$ cat config.mk
export PLATFORM = sky130hd
export DESIGN_NAME = phy_mgmt_serial_frame
export DESIGN_NICKNAME = d
export VERILOG_FILES = /design/src/mgmt_frame_pkg.sv /design/src/phy_mgmt_serial_frame.sv
export VERILOG_INCLUDE_DIRS = /design/src /design/src/src
export SDC_FILE = /design/constraint.sdc
export NUM_CORES = 1
export LEC_CHECK = 0
export CAP_MARGIN = 5
export CORE_ASPECT_RATIO = 0.8
export CORE_MARGIN = 8
export CORE_UTILIZATION = 55
export DETAILED_ROUTE_END_ITERATION = 16
export DONT_BUFFER_PORTS = 1
export PLACE_DENSITY = 0.83
export SYNTH_ARGS = -nofsm -noshare
export SYNTH_HDL_FRONTEND = slang
export SYNTH_SLANG_ARGS = --single-unit
$ cat constraint.sdc
create_clock -name clk -period 3.4 [get_ports clk]
set_clock_uncertainty 0.1 [all_clocks]
set_input_delay 0.34 -clock clk [delete_from_list [all_inputs] [get_ports clk]]
set_output_delay 0.34 -clock clk [all_outputs]
set_load 0.03 [all_outputs]
$ cat src/mgmt_frame_regs.svh
`ifndef MGMT_FRAME_REGS_SVH
`define MGMT_FRAME_REGS_SVH

// Register indices
`define REG_PHY_CONTROL 5'h00
`define REG_PHY_STATUS 5'h01
`define REG_PHY_ID_HIGH 5'h02
`define REG_PHY_ID_LOW 5'h03
`define REG_AUTONEG_ADV 5'h04
`define REG_AUTONEG_PARTNER 5'h05
`define REG_PHY_CONFIG_ONE 5'h10
`define REG_PHY_CONFIG_TWO 5'h11
`define REG_EVENT_STATUS 5'h12
`define REG_EVENT_MASK 5'h13
`define REG_RESERVED_LAST 5'h14
`define REG_BURST_SELECT 5'h1f

// Field positions and reset values
`define CFG2_BURST_BIT 3
`define CTRL_RESET_VAL 16'h3400
`define STATUS_RESET_VAL 16'h7809
`define ADV_RESET_VAL 16'h01e1
`define CFG1_RESET_VAL 16'h0000
`define CFG2_RESET_VAL 16'h0000
`define MASK_RESET_VAL 16'h0000

// Frame timing in bit times; burst length in words
`define IDLE_ONES 6'd32
`define BURST_WORDS 5'd11
`define DATA_BITS 5'd16
`define HEAD_LAST_BIT 4'd11
`define TA_LAST_BIT 4'd1
`define DATA_LAST_BIT 4'd15

`endif

$ cat src/mgmt_frame_pkg.sv
package mgmt_frame_pkg;
  typedef enum logic [2:0] {
    ST_IDLE = 3'b000,
    ST_START = 3'b001,
    ST_HEAD = 3'b010,
    ST_TA = 3'b011,
    ST_DATA = 3'b100,
    ST_SKIP = 3'b101
  } frame_state_t;
endpackage

$ cat src/phy_mgmt_serial_frame.sv
`timescale 1ns/1ps
`include "mgmt_frame_regs.svh"

module phy_mgmt_serial_frame
  import mgmt_frame_pkg::*;
#(
  parameter logic [15:0] ID_HIGH = 16'h1234, // Arbitrary value
  parameter logic [15:0] ID_LOW = 16'h5678 // Arbitrary value
) (
  // System
  input wire logic clk,
  input wire logic rst_n,
  // Management link
  input wire logic mdc,
  input wire logic mdio_in,
  output logic mdio_out,
  output logic mdio_oe,
  // Own address and live status inputs
  input wire logic [4:0] phy_select_field,
  input wire logic [15:0] status_in,
  input wire logic [15:0] partner_in,
  input wire logic [15:0] event_in,
  // Register contents
  output logic [15:0] control_out,
  output logic [15:0] config_one_out,
  output logic [15:0] config_two_out,
  output logic [15:0] mask_out
);

  logic mdc_s1_r;
  logic mdc_s2_r;
  logic mdc_s3_r;
  logic md_s1_r;
  logic md_s2_r;
  logic rise;
  frame_state_t state_r;
  logic [5:0] ones_r;
  logic [3:0] cnt_r;
  logic [12:0] head_r;
  logic is_read_r;
  logic match_r;
  logic burst_r;
  logic [4:0] reg_r;
  logic [15:0] shift_r;
  logic [15:0] ctrl_r;
  logic [15:0] cfg1_r;
  logic [15:0] cfg2_r;
  logic [15:0] mask_r;
  logic burst_en;
  logic in_frame;
  logic ta_second;

  // Two stages before use; third stage only for edge finding
  // Link clock must stay well below a quarter of clk
  always_ff @(posedge clk) begin
    mdc_s1_r <= mdc;
    mdc_s2_r <= mdc_s1_r;
    mdc_s3_r <= mdc_s2_r;
    md_s1_r <= mdio_in;
    md_s2_r <= md_s1_r;
  end
  assign rise = mdc_s2_r & ~mdc_s3_r;
  assign burst_en = cfg2_r[`CFG2_BURST_BIT];
  // Idle ones only count between frames, never inside one
  assign in_frame = state_r == ST_START || state_r == ST_HEAD || state_r == ST_TA || state_r == ST_DATA;
  // Second turnaround bit, the first one the device may drive
  assign ta_second = state_r == ST_TA && cnt_r == `TA_LAST_BIT;

  // Unimplemented and reserved addresses read back zero
  function automatic logic [15:0] read_reg(input logic [4:0] a);
    logic [15:0] v;
    v = 16'h0000;
    if (a == `REG_PHY_CONTROL) v = ctrl_r;
    else if (a == `REG_PHY_STATUS) v = status_in;
    else if (a == `REG_PHY_ID_HIGH) v = ID_HIGH;
    else if (a == `REG_PHY_ID_LOW) v = ID_LOW;
    else if (a == `REG_AUTONEG_ADV) v = `ADV_RESET_VAL;
    else if (a == `REG_AUTONEG_PARTNER) v = partner_in;
    else if (a == `REG_PHY_CONFIG_ONE) v = cfg1_r;
    else if (a == `REG_PHY_CONFIG_TWO) v = cfg2_r;
    else if (a == `REG_EVENT_STATUS) v = event_in;
    else if (a == `REG_EVENT_MASK) v = mask_r;
    return v;
  endfunction

  // Next implemented register in burst order 0..5 then 16..20
  function automatic logic [4:0] next_reg(input logic [4:0] a);
    return (a == `REG_AUTONEG_PARTNER) ? `REG_PHY_CONFIG_ONE : 5'(a + 5'd1);
  endfunction

  // Idle detector: count consecutive ones on each bit
  always_ff @(posedge clk) begin
    if (!rst_n) ones_r <= 6'd0;
    else if (rise) begin
      if (!md_s2_r || in_frame) ones_r <= 6'd0;
      else if (ones_r != `IDLE_ONES) ones_r <= ones_r + 6'd1;
    end
  end

  // A write lands at the rise of the last data bit
  logic write_now;
  logic last_bit;
  assign last_bit = (cnt_r == `DATA_LAST_BIT);
  assign write_now = rise && state_r == ST_DATA && last_bit && !is_read_r && match_r;

  // Frame walker; every step waits for a synced link clock rise
  always_ff @(posedge clk) begin
    if (!rst_n) begin
      state_r <= ST_IDLE;
      cnt_r <= 4'd0;
      head_r <= 13'd0;
      is_read_r <= 1'b0;
      match_r <= 1'b0;
      burst_r <= 1'b0;
      reg_r <= 5'd0;
      shift_r <= 16'h0000;
    end else if (rise) begin
      case (state_r)
        ST_IDLE: begin
          // Start zero only counts after a full idle run
          if (ones_r == `IDLE_ONES && !md_s2_r) state_r <= ST_START;
        end
        ST_START: begin
          // Anything but 0 then 1 waits for a fresh idle run
          if (md_s2_r) begin
            state_r <= ST_HEAD;
            cnt_r <= 4'd0;
          end else state_r <= ST_SKIP;
        end
        ST_HEAD: begin
          head_r <= {head_r[11:0], md_s2_r};
          cnt_r <= cnt_r + 4'd1;
          // Address sampled once per frame
          if (cnt_r == `HEAD_LAST_BIT) begin
            state_r <= ST_TA;
            cnt_r <= 4'd0;
            is_read_r <= head_r[10];
            match_r <= head_r[8:4] == phy_select_field;
            reg_r <= {head_r[3:0], md_s2_r};
            burst_r <= burst_en && {head_r[3:0], md_s2_r} == `REG_BURST_SELECT;
          end
        end
        ST_TA: begin
          cnt_r <= cnt_r + 4'd1;
          // First turnaround bit never driven; read word loads at the second
          if (cnt_r == `TA_LAST_BIT) begin
            state_r <= ST_DATA;
            cnt_r <= 4'd0;
            if (burst_r) reg_r <= `REG_PHY_CONTROL;
            shift_r <= read_reg(burst_r ? `REG_PHY_CONTROL : reg_r);
          end
        end
        ST_DATA: begin
          cnt_r <= cnt_r + 4'd1;
          if (is_read_r) shift_r <= {shift_r[14:0], 1'b0};
          else shift_r <= {shift_r[14:0], md_s2_r};
          if (last_bit) begin
            cnt_r <= 4'd0;
            // Burst writes land word by word; a cut burst keeps earlier words
            if (burst_r && reg_r != `REG_RESERVED_LAST) begin
              reg_r <= next_reg(reg_r);
              shift_r <= read_reg(next_reg(reg_r));
            end else state_r <= ST_SKIP;
          end
        end
        default: state_r <= ST_IDLE; // Wait for a fresh idle run
      endcase
    end
  end

  // Write path; station supplies the 1 0 turnaround itself
  logic [15:0] wdata;
  assign wdata = {shift_r[14:0], md_s2_r};
  always_ff @(posedge clk) begin
    if (!rst_n) begin
      ctrl_r <= `CTRL_RESET_VAL;
      cfg1_r <= `CFG1_RESET_VAL;
      cfg2_r <= `CFG2_RESET_VAL;
      mask_r <= `MASK_RESET_VAL;
    end else if (write_now) begin
      // Read-only and reserved addresses swallow writes
      if (reg_r == `REG_PHY_CONTROL) ctrl_r <= wdata;
      else if (reg_r == `REG_PHY_CONFIG_ONE) cfg1_r <= wdata;
      else if (reg_r == `REG_PHY_CONFIG_TWO) cfg2_r <= wdata;
      else if (reg_r == `REG_EVENT_MASK) mask_r <= wdata;
    end
  end

  // Drive only in second turnaround bit and data of a matched read
  always_ff @(posedge clk) begin
    if (!rst_n) mdio_oe <= 1'b0;
    else mdio_oe <= is_read_r && match_r && (ta_second || state_r == ST_DATA);
  end

  // Zero through the turnaround, then data MSB first
  always_ff @(posedge clk) begin
    if (!rst_n) mdio_out <= 1'b0;
    else mdio_out <= (state_r == ST_DATA) ? shift_r[15] : 1'b0;
  end

  // Register contents straight from their flip-flops
  assign control_out = ctrl_r;
  assign config_one_out = cfg1_r;
  assign config_two_out = cfg2_r;
  assign mask_out = mask_r;

endmodule

==> flow_summary.ini, run 1 <==
[critical_path]
crit_required_ns = 3.60
cp-end-kind = flip-flop
timing.reg2reg.setup_slack_ns = 0.30
rr_worst_depth = 10
r2r-end = shift_r[1]
r2r_start = reg_r[1]
critPathMaxFanout = 19
critPathLaunchType = flip-flop
crit_type = flip-flop to flip-flop
crit_start = reg_r[1]
endpoint = shift_r[1]
arrival_ns = 3.30

[timing]
max_freq_mhz = 322
finalCritPeriodShare = 0.913
rsz0062_at_grt = false
maxSlewViolCount = 0
setup_tns_ns = 0
hold_violations = 0
worst_pin_slew_ns = 0.940
fin_crit_ns = 3.10
whs_ns = 0.0715
finalSetupViolCount = 0
slew_headroom = 0.373
layout_setup_ws_ns = 0.297

[routing]
ant_nets = 0
drcViolationCount = 0
via_per_inst = 6.87
wl_per_cell_um = 24.9
vias = 7906
routed_wl_um = 28600
drt_iter0_drc = 1451
first_pass_iters = 7

[floorplan]
core_area_um2 = 12900
start_util = 0.567
die-area_um2 = 17300
io_pins = 123
die_x_um = 145
rows = 37
die-height_um = 119

[synthesis]
synth-seq-cells = 119
synth.yosys.seq_area_share = 0.325
synth.top_cells.by_area = dfxtp_1 (33%), nand2_1 (10%), a21oi_1 (7.9%)
synth_area_um2 = 7330
ys.flop_type = dfxtp_1
yosys.area.top_type = dfxtp_1
syn_avg_cell_area_um2 = 7.56
synth_top_area_share = 0.325
synth_cells = 970
yosysMostFrequentCell = nand2_1
yosysUniqueCellTypes = 78
synth_fp_nets = 1035
async_flop_share = 0
ys_warn_count = 0
synth-edff-count = 0
synthTopCellsByCount = nand2_1 (205), dfxtp_1 (119), a21oi_1 (116)

[final_layout]
syn2layout_area_growth_pct = 11.3
drive_above_1_share = 0.101
utilization = 0.632
fin_nets = 1028
final_cell_area_um2 = 8160
stdcell_count = 1151
diodes = 0

[placed_design]
dp_hpwl_um = 20900
portBuffers = 0
place_ws_ns = 0.397
gp_congestion = 0.993
placed_area_um2 = 7530
dp.cells = 1116

[global_route]
grt_use_total = 0.323
antenna_found_initial = 0
overflow = 0
grt_pass1_wl_um = 43800
grt_max_degree = 88
grt_pass1_vias = 7091

[clock_network]
post_cts_buffers = 0
ctsHtreeMaxLevel = 4
cts_sinks = 119
clk_pin_slew_ns = 0.06
cts_tree = built
root_buffer = clkbuf_16
ctsLongestPathBuffers = 2
cts_buffers = 17
clock_latency_ns = 0.43

[power]
p_total_mw = 3.32
max-vdd-ir-drop_v = 0.000413
leakagePower_nw = 2.71
p_per_area_nw_per_um2 = 406

[status]
status = finished clean

[hold_path]
min_from = status_in[15]
min_path_type = input port to flip-flop

[flow_run]
maxCapViolations = 0
-- routing by layer --
metal | share of wire | global-route usage
met1 | 0.38 | 0.432
met2 | 0.39 | 0.423
met3 | 0.20 | 0.179
met4 | 0.027 | 0.113
met5 | 0 | 0
-- worst max-delay path: stages (launching register included) --
cell and delay (ns):
dfxtp_1 0.32, inv_1 0.14, ha_1 0.41, nand4bb_1 0.36, o21ai_1 0.23, buf_4 0.29
o21ai_0 0.18, a21oi_2 0.37, a21oi_1 0.07, a2111oi_0 0.42, nor3_1 0.08
-- how the worst min path moves through the flow --
stage | endpoint | slack, ns | cells after the start
final | shift_r[15] | 0.07 | 2
after global routing | shift_r[5] | 0.09 | 2
after CTS | shift_r[15] | 0.06 | 2
after detailed placement | mdc_s2_r | 0.23 | 0
after global placement | md_s2_r | 0.21 | 0
after floorplan | md_s2_r | 0.21 | 0
-- cell type report --
type / count / area [um^2]
Multi-Input combinational cell: 761 / 4540
Clock inverter: 11 / 150
Tap cell: 175 / 219
Inverter: 20 / 75.1
Timing Repair Buffer: 44 / 338
Clock buffer: 21 / 450
Sequential cell: 119 / 2380
Fill cell: 1128 / 4760
-- timing repair --
action / in CTS / in global routing
gates resized for setup: 0 / 0
endpoints found under the hold margin: 12 / 0
hold buffers: 3 / 0
-- state kept, by name, summed over array words and instances, names as in the netlist, 4 cells and up --
register,cells
cnt_r,4
config_one_out,16
config_two_out,16
control_out,16
head_r,11
mask_out,16
ones_r,6
reg_r,5
shift_r,16
-- placed cells by master, fill, tap and decap left out, drive strengths merged, types with 6 or more instances in the layout --
cell type,synthesis,final
nand2,206,206
dfxtp,119,119
a21oi,117,117
nor2,63,63
o21ai,56,56
buf,33,41
nand3,31,31
nor3,30,30
mux2i,24,24
clkbuf,37,21
and3,20,20
inv,18,18
a211oi,14,14
a221oi,14,14
mux4,12,12
and2,11,11
o22ai,10,10
a31oi,9,9
xor2,8,8
nor2b,8,8
ha,8,8
nor4,8,8
clkinv,2,8
nand2b,7,7
nand4,7,7
a22oi,7,7
a211o,7,7
o2111ai,6,6
-- logic make-up (layout without fill, tap and decap cells) --
kind of cell,count (synthesis),count (layout),share of synthesized area
AND/OR/NAND/NOR,411,411,0.263
buffers and inverters,90,96,0.0551
multiplexers,36,36,0.0696
XOR/XNOR,12,12,0.0143
AO/OA/AOI/OAI,294,294,0.259
adder cells (fa/ha/maj),8,8,0.0137
flip-flops,119,119,0.325
-- power by group --
group | internal [mW] | leakage (nW) | switching [mW]
Combinational | 0.0194 | 1.47 | 0.0425
Sequential | 1.40 | 0.960 | 0.00238
Clock | 1.17 | 0.287 | 0.680
Note: power is estimated with default switching activity, not from simulation.
==> inputs of run 2 (changes only) <==
- CELL_PAD_IN_SITES_DETAIL_PLACEMENT: unset -> 0
- CELL_PAD_IN_SITES_GLOBAL_PLACEMENT: unset -> 1
- CORE_UTILIZATION: 55 -> 38
- PLACE_DENSITY: 0.83 -> 0.8
==> flow_summary.ini, run 2 (synthesis gave the netlist of run 1 again) <==
[status]
status = finished clean

[timing]
whs_ns = 0.0659
rsz0062_at_grt = false
fin_crit_ns = 3.06
maxSlewViolCount = 0
slew_headroom = 0.366
layout_setup_ws_ns = 0.341
max_freq_mhz = 327
finalCritPeriodShare = 0.900
hold_violations = 0
worst_pin_slew_ns = 0.947
finalSetupViolCount = 0
setup_tns_ns = 0

[hold_path]
min_path_type = input port to flip-flop

[floorplan]
die_x_um = 171
die-area_um2 = 24000
core_area_um2 = 18900
io_pins = 123
start_util = 0.387
die-height_um = 140
rows = 45

[power]
pwr-share-comb = 0.019
max-vdd-ir-drop_v = 0.000233
p_per_area_nw_per_um2 = 395
switching_share = 0.230
power_frac_seq = 0.429
leakagePower_nw = 2.72
p_clk_frac = 0.552
p_total_mw = 3.27
internal-power_mw = 2.52
p_sw_mw = 0.751

[global_route]
grt_use_total = 0.253
grt_max_degree = 63
grt_pass1_wl_um = 45800
overflow = 0
antenna_found_initial = 0
grt_pass1_vias = 7169

[routing]
drt_iter0_drc = 1169
ant_nets = 0
vias = 7709
via_per_inst = 6.24
routed_wl_um = 30500
drcViolationCount = 0
wl_per_cell_um = 24.7
first_pass_iters = 6

[clock_network]
cts_buffers = 17
cts_tree = built
clock_latency_ns = 0.44
root_buffer = clkbuf_16
ctsLongestPathBuffers = 2
clk_pin_slew_ns = 0.06
ctsHtreeMaxLevel = 4
cts_sinks = 119

[critical_path]
critPathMaxFanout = 11
crit_type = flip-flop to flip-flop
crit_required_ns = 3.62
arrival_ns = 3.28
cp-end-kind = flip-flop
critPathLaunchType = flip-flop

[placed_design]
gp_congestion = 0.937
dp_hpwl_um = 22800
place_ws_ns = 0.443
dp.cells = 1200
portBuffers = 0

[final_layout]
final_cell_mix = nand2_1 (205), dfxtp_1 (119), a21oi_1 (116)
layout_commonest_cell = nand2_1
drive_above_1_share = 0.105
syn2layout_area_growth_pct = 12.8
diodes = 0
stdcell_count = 1235
fin_nets = 1029

[flow_run]
maxCapViolations = 0
-- run 2: cell count changes in the layout (fill, tap and decap cells not counted) --
cell and delta:
clkbuf_1 -3, inv_6 +2, buf_4 +1, bufinv_16 -1, clkinv_2 +1, clkinvlp_4 +1, nor4b_2 -1, nor4b_4 +1
-- run 2: worst paths after layout --
kind                 start          end  slack, ns  cells after the start
max               reg_r[0]   shift_r[7]       0.34                      8
min          status_in[11]  shift_r[11]       0.07                      2
max reg2reg       reg_r[0]   shift_r[7]       0.34                      8
min reg2reg        md_s1_r      md_s2_r       0.22                      0
-- run 2: final cells by class --
| cell class | instances | area [um^2] |
|---|---|---|
| fillers | 1965 | 10700 |
| multi-input cells | 761 | 4550 |
| flip-flops and latches | 119 | 2380 |
| clock buffers | 18 | 439 |
| repair buffers | 45 | 345 |
| well taps | 258 | 323 |
| clock inverters | 14 | 150 |
| inverters | 20 | 75.1 |
-- run 2: metrics by stage --
stage                     cell area, um^2  utilization
after floorplan                      7330            -
after global placement               7650        0.404
after detailed placement             7650        0.404
after CTS                            8270        0.437
after global routing                 8270        0.437
final                                8270        0.437
-- run 2: repair_timing --
| item | in CTS | in global routing |
|---|---|---|
| setup buffers | 0 | 0 |
| hold buffers | 3 | 0 |
| endpoints found under the setup margin | 0 | 0 |
| endpoints found under the hold margin | 11 | 0 |
| gates resized for setup | 0 | 0 |
-- run 2: power groups by stage --
stage	Clock [mW]	Combinational [mW]	Sequential, mW
after floorplan	0	0.0439	1.43
after global placement	0	0.0580	1.43
after detailed placement	0	0.0574	1.43
after CTS	1.83	0.0622	1.40
after global routing	1.90	0.0681	1.40
final	1.81	0.0623	1.40
-- run 2: critical path, stage by stage, from the launching register on --
cell,delay (ns)
dfxtp_1,0.52
ha_1,0.32
a211o_1,0.21
a2111oi_4,0.11
nor2_1,0.68
nand2_1,0.25
a221oi_1,0.34
nand3_1,0.16
a32o_1,0.27
-- run 2: per-layer routing --
metal,part of all wire,track usage,wire (um),vias to the layer above
met5,0,0,0,-
met4,0.017,0.0704,527,0
met3,0.16,0.130,4760,40
met2,0.39,0.334,12000,495
met1,0.43,0.350,13300,3634
li1,-,-,-,3540
==> inputs of run 3 (changes only) <==
==> constraint.sdc (replaced) <==
create_clock -name clk -period 3.4 [get_ports clk]
set_clock_uncertainty 0.1 [all_clocks]
set_input_delay 0.68 -clock clk [delete_from_list [all_inputs] [get_ports clk]]
set_output_delay 0.68 -clock clk [all_outputs]
set_load 0.03 [all_outputs]
==> flow_summary.ini, run 3 (synthesis gave the netlist of run 1 again) <==
[routing]
drcViolationCount = 0
routed_wl_um = 30200
via_per_inst = 6.22
vias = 7671
wl_per_cell_um = 24.5
drt_iter0_drc = 1157
first_pass_iters = 6
ant_nets = 0

[final_layout]
seq_area_um2 = 2380
layout_commonest_cell = nand2_1
utilization = 0.436
multi_input_area_um2 = 4550
syn2layout_area_growth_pct = 12.4
stdcell_count = 1233
drive_above_1_share = 0.105
diodes = 0
final_cell_mix = nand2_1 (205), dfxtp_1 (119), a21oi_1 (116)
fin_nets = 1027
final_cell_area_um2 = 8240
nFillCells = 1959

[global_route]
grt_pass1_vias = 7091
top_usage_layer = met1
use_met3 = 0.124
overflow = 0
antenna_found_initial = 0
grt_use_total = 0.248
grt_pass1_wl_um = 45200
gr-usage-met1 = 0.342
grt_max_degree = 63
grt_use_met2 = 0.323

[power]
pwr-share-comb = 0.018
internal-power_mw = 2.53
leakagePower_nw = 2.71
p_clk_frac = 0.552
p_total_mw = 3.26
power_frac_seq = 0.430
p_sw_mw = 0.724
switching_share = 0.222
max-vdd-ir-drop_v = 0.000372
p_per_area_nw_per_um2 = 395

[timing]
maxSlewViolCount = 0
rsz0062_at_grt = false
max_freq_mhz = 329
fin_crit_ns = 3.04
finalSetupViolCount = 0
setup_tns_ns = 0
hold_violations = 0
slew_headroom = 0.400
whs_ns = 0.186
worst_pin_slew_ns = 0.896
finalCritPeriodShare = 0.893
layout_setup_ws_ns = 0.364

[clock_network]
ctsHoldBuffers = 0
ctsLongestPathBuffers = 2
cts_sinks = 119
clock_latency_ns = 0.42
clk_pin_slew_ns = 0.06
post_cts_buffers = 0
cts_buffers = 17
root_buffer = clkbuf_16
post_cts_resize_count = 0
ctsHtreeMaxLevel = 4
cts_tree = built

[floorplan]
io_pins = 123
start_util = 0.387
die-height_um = 140
core_area_um2 = 18900
rows = 45
die-area_um2 = 24000
die_x_um = 171

[critical_path]
rr_worst_depth = 8
cp.depth = 8
crit_type = flip-flop to flip-flop
arrival_ns = 3.25
critPathMaxFanout = 30
path_cells = buf_4 > a211o_1 > a2111oi_4 > nor2_1 > nand2_1 > a221oi_1 > nand3_1 > a32o_1
max_stage_delay_ns = 0.70
critPathLaunchType = flip-flop
cp-end-kind = flip-flop
cp_top_family = simple AND/OR/NAND/NOR gates
cp_slowest_cell = nor2_1
crit_required_ns = 3.61
path_buf_inv = 1

[status]
status = finished clean

[placed_design]
gp_congestion = 0.936
portBuffers = 0
place_ws_ns = 0.450
dp_hpwl_um = 22800
dp.cells = 1201
placed_area_um2 = 7650

[hold_path]
min_path_type = input port to flip-flop
hold_depth = 0

[flow_run]
maxCapViolations = 0
==> run 3: cell count changes in the layout (fill, tap and decap cells not counted), sizes merged <==
cell and change:
clkbuf +3, dlygate4sd3 -3, clkinv -2, buf +1, inv -1
==> run 3: worst paths after layout <==
path         startpoint         end  slack [ns]
max            reg_r[1]  shift_r[7]        0.36
min                 mdc    mdc_s1_r        0.19
max reg2reg    reg_r[1]  shift_r[7]        0.36
min reg2reg     md_s1_r     md_s2_r        0.22
==> run 3: power by group through the flow <==
stage	clock, mW	sequential, mW	combinational, mW
6_report	1.80	1.40	0.0583
5_1_grt	1.88	1.40	0.0643
4_1_cts	1.81	1.40	0.0581
3_5_place_dp	0	1.43	0.0582
3_3_place_gp	0	1.43	0.0586
2_1_floorplan	0	1.43	0.0439
==> run 3: worst reg2reg max path, stage by stage, from the launching register on <==
cell	delay, ns
dfxtp_1	0.36
buf_4	0.40
a211o_1	0.27
a2111oi_4	0.11
nor2_1	0.70
nand2_1	0.25
a221oi_1	0.32
nand3_1	0.16
a32o_1	0.27
==> run 3: layer usage <==
layer,vias to the layer above,wire length [um]
met3,41,4890
met5,-,92
met4,2,618
li1,3530,-
met1,3646,12900
met2,452,11700
==> run 3: area by class of cell <==
type | count | area share
clock inverters | 11 | 0.0150
multi-input cells | 761 | 0.552
well taps | 258 | 0.0392
clock buffers | 21 | 0.0559
flip-flops and latches | 119 | 0.289
inverters | 20 | 0.00911
repair buffers | 43 | 0.0392
